--- config.mk ---
export PLATFORM = sky130hd
export DESIGN_NAME = ras_error_record_status
export DESIGN_NICKNAME = d
export VERILOG_FILES = /design/src/hw/ras_record_pkg.sv /design/src/hw/ras_error_record_status.sv
export SDC_FILE = /design/constraint.sdc
export NUM_CORES = 1
export LEC_CHECK = 0
export BUFFER_PORTS_ARGS = -buffer_cell sky130_fd_sc_hd__buf_2
export CORE_ASPECT_RATIO = 0.5
export CORE_MARGIN = 5
export CORE_UTILIZATION = 40
export CTS_CLUSTER_DIAMETER = 30
export DETAILED_ROUTE_END_ITERATION = 8
export PLACE_DENSITY_LB_ADDON = 0.05
export SETUP_SLACK_MARGIN = 0.4
export SYNTH_ARGS = -nofsm -noshare
export SYNTH_HDL_FRONTEND = slang
export SYNTH_SLANG_ARGS = --single-unit
--- constraint.sdc ---
create_clock -name clk -period 1.5 [get_ports clk]
set_input_delay 0 -clock clk [delete_from_list [all_inputs] [get_ports clk]]
set_output_delay 0 -clock clk [all_outputs]
set_load 0.02 [all_outputs]
--- src/hw/ras_record_pkg.sv ---
package ras_record_pkg;

    // Data widths of the register path
    localparam int DATA_W    = 32;
    localparam int CODE_W    = 5;
    localparam int SEL_W     = 16;

    // Register reset values
    localparam logic [31:0] FEATURES_RESET = 32'hC0000062;
    localparam logic [31:0] STATUS_RESET   = 32'h00000000;

    // Record selected by the record select field for this record
    localparam logic [SEL_W-1:0] RECORD_INDEX = 16'h0000;

    // Feature register field positions
    localparam int FEAT_RESTART_BIT = 30;
    localparam int FEAT_CE_HI       = 7;
    localparam int FEAT_CE_LO       = 6;
    localparam int FEAT_DE_BIT      = 5;
    localparam int FEAT_UER_BIT     = 3;
    localparam int FEAT_UEU_BIT     = 2;
    localparam int FEAT_UC_BIT      = 1;
    localparam int FEAT_OF_BIT      = 0;

    // Status register field positions
    localparam int ST_AV_BIT   = 31;
    localparam int ST_V_BIT    = 30;
    localparam int ST_UE_BIT   = 29;
    localparam int ST_ER_BIT   = 28;
    localparam int ST_OF_BIT   = 27;
    localparam int ST_MV_BIT   = 26;
    localparam int ST_CE_HI    = 25;
    localparam int ST_CE_LO    = 24;
    localparam int ST_DE_BIT   = 23;
    localparam int ST_PN_BIT   = 22;
    localparam int ST_UET_HI   = 21;
    localparam int ST_UET_LO   = 20;
    localparam int ST_CODE_HI  = 4;
    localparam int ST_CODE_LO  = 0;

    // Constant field values
    localparam logic [1:0] CE_RECORDED    = 2'h2;
    localparam logic [1:0] CE_NONE        = 2'h0;
    localparam logic [1:0] UET_UNCONTAIN  = 2'h0;

    // Primary error codes
    localparam logic [CODE_W-1:0] CODE_NONE      = 5'h00;
    localparam logic [CODE_W-1:0] CODE_INJECT    = 5'h01;
    localparam logic [CODE_W-1:0] CODE_BUF_ECC   = 5'h02;
    localparam logic [CODE_W-1:0] CODE_DATA_ECC  = 5'h06;
    localparam logic [CODE_W-1:0] CODE_TAG_ECC   = 5'h07;
    localparam logic [CODE_W-1:0] CODE_TLB_PAR   = 5'h08;
    localparam logic [CODE_W-1:0] CODE_COPYBACK  = 5'h12;
    localparam logic [CODE_W-1:0] CODE_DEFER_SLV = 5'h15;

    // Which selected-record alias an access names
    typedef enum logic [1:0] {
        ALIAS_FEATURES = 2'h0,
        ALIAS_STATUS   = 2'h1,
        ALIAS_OTHER    = 2'h2
    } alias_t;

    // One system register access
    typedef struct packed {
        logic              valid;
        logic              write;
        alias_t            alias_sel;
        logic [DATA_W-1:0] wdata;
    } sysreg_req_t;

    // Answer to one access
    typedef struct packed {
        logic              valid;
        logic              error;
        logic [DATA_W-1:0] rdata;
    } sysreg_rsp_t;

    // One detected error offered to the record
    typedef struct packed {
        logic              valid;
        logic              injected;
        logic [CODE_W-1:0] code;
        logic              uncorrected;
        logic              deferred;
        logic              corrected;
        logic              reported;
        logic              addr_valid;
        logic              misc_valid;
    } err_event_t;

endpackage

--- src/hw/ras_error_record_status.sv ---
`timescale 1ns/1ps
module ras_error_record_status (
    input  wire logic                                  clk,
    input  wire logic                                  reset_n,
    input  wire logic [ras_record_pkg::SEL_W-1:0]      record_select_field,
    input  wire ras_record_pkg::sysreg_req_t           req,
    output ras_record_pkg::sysreg_rsp_t                rsp,
    input  wire ras_record_pkg::err_event_t            err_event,
    input  wire logic                                  recovery_irq_enable,
    output logic                                       recovery_irq,
    output logic                                       address_capture
);
    import ras_record_pkg::*;

    // Live status state; constant fields are never stored
    logic              address_valid_flag;
    logic              status_valid;
    logic              uncorrected_flag;
    logic              abort_reported_flag;
    logic              overflow_flag;
    logic              extra_info_valid_flag;
    logic              corrected_seen;
    logic              deferred_flag;
    logic [CODE_W-1:0] primary_code_field;

    // Clear strobes from a write-one-to-clear access
    logic              selected;
    logic              status_write;
    logic [DATA_W-1:0] clear_mask;
    logic              keep_v;
    logic              keep_ue;
    logic              capture;

    // Decoded parts of the capture decision
    logic              record_empty;
    logic              outranks;

    // Next values, worked out before the clock edge that stores them
    logic              next_status_valid;
    logic              next_uncorrected;
    logic              next_abort_reported;
    logic              next_overflow;
    logic              next_corrected_seen;
    logic              next_deferred;
    logic              overflow_event;
    logic              next_address_capture;
    logic              next_recovery_irq;

    // Read answer built combinationally, then registered onto the port
    logic [DATA_W-1:0] next_rdata;
    logic              next_error;

    // Set-wins update shared by every sticky flag. An event that lands in
    // the same cycle as a software clear must not be lost, so the set term
    // is applied after the clear has been taken out.
    function automatic logic sticky_next(
        input logic set,
        input logic held,
        input logic clear
    );
        return set || (held && !clear);
    endfunction

    // Alias decode shared by the write-clear strobe and the read mux
    function automatic logic alias_is(
        input sysreg_req_t r,
        input alias_t      a
    );
        return r.alias_sel == a;
    endfunction

    // Assemble the status word from live state and constant fields
    function automatic logic [DATA_W-1:0] status_word(
        input logic              av,
        input logic              v,
        input logic              ue,
        input logic              er,
        input logic              of_f,
        input logic              mv,
        input logic              ce,
        input logic              de,
        input logic [CODE_W-1:0] code
    );
        logic [DATA_W-1:0] w;
        w = STATUS_RESET;
        w[ST_AV_BIT] = av;
        w[ST_V_BIT]  = v;
        w[ST_UE_BIT] = ue;
        w[ST_ER_BIT] = er;
        w[ST_OF_BIT] = of_f;
        w[ST_MV_BIT] = mv;
        w[ST_CE_HI:ST_CE_LO] = ce ? CE_RECORDED : CE_NONE;
        w[ST_DE_BIT] = de;
        w[ST_PN_BIT] = 1'b0;
        w[ST_UET_HI:ST_UET_LO] = UET_UNCONTAIN;
        w[ST_CODE_HI:ST_CODE_LO] = code;
        return w;
    endfunction

    // Decode of an access aimed at this record
    // record select gate
    assign selected     = req.valid && (record_select_field == RECORD_INDEX);
    assign status_write = selected && req.write && alias_is(req, ALIAS_STATUS);
    // Status writes are write-one-to-clear: each one bit in the data
    // clears the matching flag, zero bits leave it alone. Bits that read
    // as constants ignore the mask entirely.
    assign clear_mask   = status_write ? req.wdata : '0;

    // A flag being cleared this cycle no longer guards later errors, so
    // an error arriving with the clear is treated as landing in an empty
    // record and keeps its details
    assign keep_v  = status_valid && !clear_mask[ST_V_BIT];
    assign keep_ue = uncorrected_flag && !clear_mask[ST_UE_BIT];

    // Record is free for new details when empty or being emptied now
    assign record_empty = !keep_v;
    // Only an uncorrected error outranks what is held; corrected and
    // deferred errors never displace earlier details, only set overflow and the other sticky flags
    assign outranks     = err_event.uncorrected && !keep_ue;
    // Details are taken by an empty record, or by an error that outranks
    // the one already held
    assign capture      = err_event.valid && (record_empty || outranks);

    // Next values of the sticky flags; an error only ever sets them and
    // only a write-one-to-clear takes them down again
    // valid on any error
    assign next_status_valid   = sticky_next(err_event.valid, status_valid,
                                             clear_mask[ST_V_BIT]);
    assign next_uncorrected    = sticky_next(err_event.valid && err_event.uncorrected,
                                             uncorrected_flag, clear_mask[ST_UE_BIT]);
    assign next_abort_reported = sticky_next(err_event.valid && err_event.reported,
                                             abort_reported_flag, clear_mask[ST_ER_BIT]);
    assign next_corrected_seen = sticky_next(err_event.valid && err_event.corrected,
                                             corrected_seen, clear_mask[ST_CE_HI]);
    assign next_deferred       = sticky_next(err_event.valid && err_event.deferred,
                                             deferred_flag, clear_mask[ST_DE_BIT]);

    // Overflow marks that a second error found the record occupied
    // discarded details set overflow
    // injected errors take the same path
    assign overflow_event      = err_event.valid && keep_v;
    assign next_overflow       = sticky_next(overflow_event, overflow_flag,
                                             clear_mask[ST_OF_BIT]);

    always_ff @(posedge clk or negedge reset_n) begin
        if (!reset_n) begin
            status_valid <= 1'b0;
        end else begin
            status_valid <= next_status_valid;
        end
    end

    // Uncorrected flag; also the source of the recovery interrupt
    // uncorrected flag register
    always_ff @(posedge clk or negedge reset_n) begin
        if (!reset_n) begin
            uncorrected_flag <= 1'b0;
        end else begin
            uncorrected_flag <= next_uncorrected;
        end
    end

    // Reported flag stays set until software writes one to clear it
    // reported flag register
    always_ff @(posedge clk or negedge reset_n) begin
        if (!reset_n) begin
            abort_reported_flag <= 1'b0;
        end else begin
            abort_reported_flag <= next_abort_reported;
        end
    end

    // Corrected errors are only remembered, never counted here
    // corrected flag register
    always_ff @(posedge clk or negedge reset_n) begin
        if (!reset_n) begin
            corrected_seen <= 1'b0;
        end else begin
            corrected_seen <= next_corrected_seen;
        end
    end

    // Deferred flag, independent of the uncorrected flag
    // deferred flag register
    always_ff @(posedge clk or negedge reset_n) begin
        if (!reset_n) begin
            deferred_flag <= 1'b0;
        end else begin
            deferred_flag <= next_deferred;
        end
    end

    // Overflow is kept even when the record is emptied; software must
    // clear it on its own. Any second error counts, whatever its class,
    // which is coarser than tracking losses per class.
    // overflow register
    always_ff @(posedge clk or negedge reset_n) begin
        if (!reset_n) begin
            overflow_flag <= 1'b0;
        end else begin
            overflow_flag <= next_overflow;
        end
    end

    // Details that belong to the highest-priority captured error. A
    // capture in the same cycle as a clear wins, like the sticky flags.
    // address valid with capture
    always_ff @(posedge clk or negedge reset_n) begin
        if (!reset_n) begin
            address_valid_flag <= 1'b0;
        end else if (capture) begin
            address_valid_flag <= err_event.addr_valid;
        end else if (clear_mask[ST_AV_BIT]) begin
            address_valid_flag <= 1'b0;
        end
    end

    // Extra info follows the same capture as the address
    // extra info valid
    always_ff @(posedge clk or negedge reset_n) begin
        if (!reset_n) begin
            extra_info_valid_flag <= 1'b0;
        end else if (capture) begin
            extra_info_valid_flag <= err_event.misc_valid;
        end else if (clear_mask[ST_MV_BIT]) begin
            extra_info_valid_flag <= 1'b0;
        end
    end

    // Code is meaningless once the record is emptied, so clearing the
    // valid bit also returns it to the no-error code
    // injected errors report CODE_INJECT in place of their own code
    always_ff @(posedge clk or negedge reset_n) begin
        if (!reset_n) begin
            primary_code_field <= CODE_NONE;
        end else if (capture) begin
            primary_code_field <= err_event.injected ? CODE_INJECT : err_event.code;
        end else if (clear_mask[ST_V_BIT]) begin
            primary_code_field <= CODE_NONE;
        end
    end

    // Strobe telling the address register to load with this capture.
    // The address register itself lives outside this block, so it sees
    // the strobe one cycle after the error.
    // address load strobe
    assign next_address_capture = capture && err_event.addr_valid;
    always_ff @(posedge clk or negedge reset_n) begin
        if (!reset_n) begin
            address_capture <= 1'b0;
        end else begin
            address_capture <= next_address_capture;
        end
    end

    // Interrupt follows the uncorrected flag, registered for a clean output.
    // It lags the flag by one cycle, so software may see the flag first.
    // interrupt held until cleared
    assign next_recovery_irq = recovery_irq_enable && uncorrected_flag;
    always_ff @(posedge clk or negedge reset_n) begin
        if (!reset_n) begin
            recovery_irq <= 1'b0;
        end else begin
            recovery_irq <= next_recovery_irq;
        end
    end

    // Read mux. The read shows state before any clear carried by the
    // same access, because it is taken from the registers, not next values.
    // A write gets a zero word back; its effect shows on the next read.
    always_comb begin
        next_rdata = '0;
        next_error = 1'b0;
        if (!selected) begin
            // Other record or idle: read zero, no error
            next_error = 1'b0;
        end else if (alias_is(req, ALIAS_FEATURES)) begin
            // CE and DE bits in constant
            next_rdata = req.write ? '0 : FEATURES_RESET;
        end else if (alias_is(req, ALIAS_STATUS)) begin
            if (!req.write) begin
                next_rdata = status_word(address_valid_flag, status_valid, uncorrected_flag,
                                         abort_reported_flag, overflow_flag,
                                         extra_info_valid_flag, corrected_seen,
                                         deferred_flag, primary_code_field);
            end
        end else begin
            // Unmapped alias refused
            next_error = 1'b1;
        end
    end

    // Answer register; every access is answered exactly one cycle later,
    // so the requester never has to poll for the result
    always_ff @(posedge clk or negedge reset_n) begin
        if (!reset_n) begin
            rsp <= '0;
        end else begin
            rsp.valid <= req.valid;
            rsp.error <= next_error;
            rsp.rdata <= next_rdata;
        end
    end

endmodule

==> results_dict.tcl <==
set metrics [dict create \
    cts_root_buffer "clkbuf_8" \
    grt_max_degree 32 \
    antenna_found_initial 0 \
    wl_mm 3.43 \
    drtPass1Iterations 4 \
    max_freq_ghz 0.853 \
    critPathBufInv 0 \
    crit_fanout 4 \
    setup_violations 0 \
    worstPathArrival_ns 1.33 \
    antenna_cells 0 \
    path_class "flop to flop" \
    min_to "overflow_flag" \
    layout.cells.non_filler 264 \
    grt_overflow 0 \
    crit_path_max_incr_delay_ns 0.40 \
    routed_via_density 4.29 \
    clk_latency_ns 0.27 \
    crit_required_ns 1.66 \
    synthFlopType "dfrtp_1" \
    reg2reg_slack_ns 0.33 \
    hold_violations 0 \
    syn-instance-count 127 \
    ys.warnings.count 0 \
    cts_sinks 31 \
    postRouteAntennaNets 0 \
    hp-start "req[27]" \
    syn_to_final_growth_pct 42.5 \
    die_w_um 95.7 \
    critPathTopFamily "flip-flops" \
    clock_tree.buffer_depth 2 \
    yosysSeqAreaShare_pct 52.9 \
    ys_ff_latch 31 \
    startpoint "uncorrected_flag" \
    finalCritPeriodShare_pct 78.2 \
    fp.dieH_um 52.8 \
    hp-class "input port to flop" \
    grt_use_total_pct 14.6 \
    maxCapViolCount 0 \
    timing.rr.end "address_valid_flag" \
    grt_pass1_vias 1167 \
    numCtsBuffers 5 \
    maxSlewHeadroom_pct 53.8 \
    tightest_slew_ns 0.693 \
    async_flop_share_pct 100 \
    fin_skew_ns 0.00424 \
    path_clk_slew_ns 0.06 \
    synth.distinct_cells 30 \
    peakVddDrop_uv 377 \
    r2r_cells 3 \
    powerDensity_mw_per_mm2 851 \
    drt_iter0_markers 13 \
    io_buffer_count 62 \
    rsz0062_at_grt "true" \
    setup_tns_ns 0 \
    h-tree-depth 2 \
    slew_viol_final 0 \
    synth_edf_count 0 \
    startpoint_type "flop" \
    fin_nets 281 \
    synth_area_per_cell_um2 11.6 \
    post-dp-hpwl_mm 2.55 \
    syn_area_mm2 0.00147 \
    min_path_cells 3 \
    num_vias 1132 \
    drcViolationCount 0 \
    cts_tree "built" \
    crit_chain "o21ai_1 > a32o_2 > mux2_4" \
    place.gp.congestion 0.722 \
    dieArea_mm2 0.00505 \
    r2r_start "uncorrected_flag" \
    routedWlPerCell_um 13.0 \
    leakage_nw 1.08 \
    cp_slowest_cell "dfrtp_1" \
    drive_gt1_share_pct 43.2 \
    status "completed" \
    dp.cells 240 \
    core.rowCount 15 \
    crit_path_end_kind "flop" \
    fin_crit_ns 1.17 \
    grt_first_pass_wirelength_mm 5.35 \
    core_area_mm2 0.00349 \
    pin_count 104 \
    start_util_pct 42.0 \
]
[what timing repair did]
action	4_1_cts	5_1_grt
endpoints found under the hold margin	50	0
setup endpoints to repair	13	12
gates resized for setup	5	1
buffers inserted	1	0
pin swaps	2	1
hold buffers	16	0
[flip-flops by register name (all words and copies together), names as in the netlist]
signal                 count
extra_info_valid_flag      1
deferred_flag              1
corrected_seen             1
abort_reported_flag        1
overflow_flag              1
status_valid               1
primary_code_field         5
recovery_irq               1
uncorrected_flag           1
address_valid_flag         1
address_capture            1
rsp                       16
[cells in the mapped netlist (all sizes together), types with 3 or more instances]
master  number  area, um2
a22o         4       35.0
buf         22        166
nor4         3       31.3
mux2i        5       50.1
and2        12       75.1
o21ai        6       30.0
nor3         3       20.0
nand3        6       30.0
nand2b       4       25.0
inv          7       26.3
nor2         3       11.3
dfrtp       31        776
a21oi        4       20.0
[metrics by stage]
| step | utilization [%] | worst slack (ns) | hold WS (ns) | power, mW | instance area (um2) |
|---|---|---|---|---|---|
| 6_report | 59.9 | 0.328 | 0.0214 | 1.78 | 2090 |
| 5_1_grt | 59.9 | 0.245 | 0.0138 | 1.89 | 2090 |
| 4_1_cts | 59.7 | 0.319 | 0.0114 | 1.81 | 2080 |
| 3_5_place_dp | 52.0 | 0.0389 | 0.0856 | 1.12 | 1810 |
| 3_3_place_gp | 52.0 | 0.0632 | 0.0773 | 1.11 | 1810 |
| 2_1_floorplan | - | 0.155 | -0.296 | 1.04 | 1560 |
[worst min-delay path, cell delays in order]
cell and delay [ns]:
buf_2 0.10, nand3_1 0.05, a32o_1 0.11
[report_power, final]
| group | internal, mW | switching, mW | total [mW] | leakage (nW) |
|---|---|---|---|---|
| combinational | 0.116 | 0.138 | 0.255 | 0.653 |
| sequential | 0.872 | 0.0116 | 0.883 | 0.385 |
| clock | 0.359 | 0.282 | 0.641 | 0.0470 |
[final cells by class]
type	instances	area [um2]
fill	321	1400
sequential	31	776
inverter	7	26.3
timing repair buffer	85	539
clock inverter	1	5.00
tap	51	63.8
clock buffer	6	82.6
multi-input combinational	83	598
[how the worst max path moves through the flow]
stage,depth (start not counted),slack (ns),endpoint
after floorplan,6,0.16,address_valid_flag
after global placement,4,0.06,rsp[1]
after detailed placement,6,0.04,primary_code_field[2]
after CTS,4,0.32,primary_code_field[1]
after global routing,4,0.24,primary_code_field[3]
final,3,0.33,address_valid_flag
[placed cells by master, fill, tap and decap left out, drive strengths merged, types with 2 or more instances in the layout]
master and n:
a21oi 4, a22o 4, a31oi 2, a32o 2
and2 12, buf 69, clkbuf 6, conb 17
dfrtp 31, dlygate4sd3 16, inv 7, mux2 2
mux2i 5, nand2b 4, nand3 6, nor2 3
nor2b 2, nor3 3, nor4 3, o21ai 6
or4 2
[routing by layer]
layer  track usage, %  wire [um]  part of all wire, %
met3             5.31        307                  8.9
met5                0          0                    0
met4             4.95          0                    0
met2             24.4       1650                   48
met1             17.6       1470                   43
[cells by family after synthesis]
family                 Yosys count  synth area share (%)
AOI/OAI and AO/OA               19                  8.53
buffers and inverters           29                  13.1
DFF                             31                  52.9
muxes                            7                  5.46
other                            1                 0.256
and+or+nand+nor                 40                  19.8
Note: power is estimated with default switching activity, not from simulation.
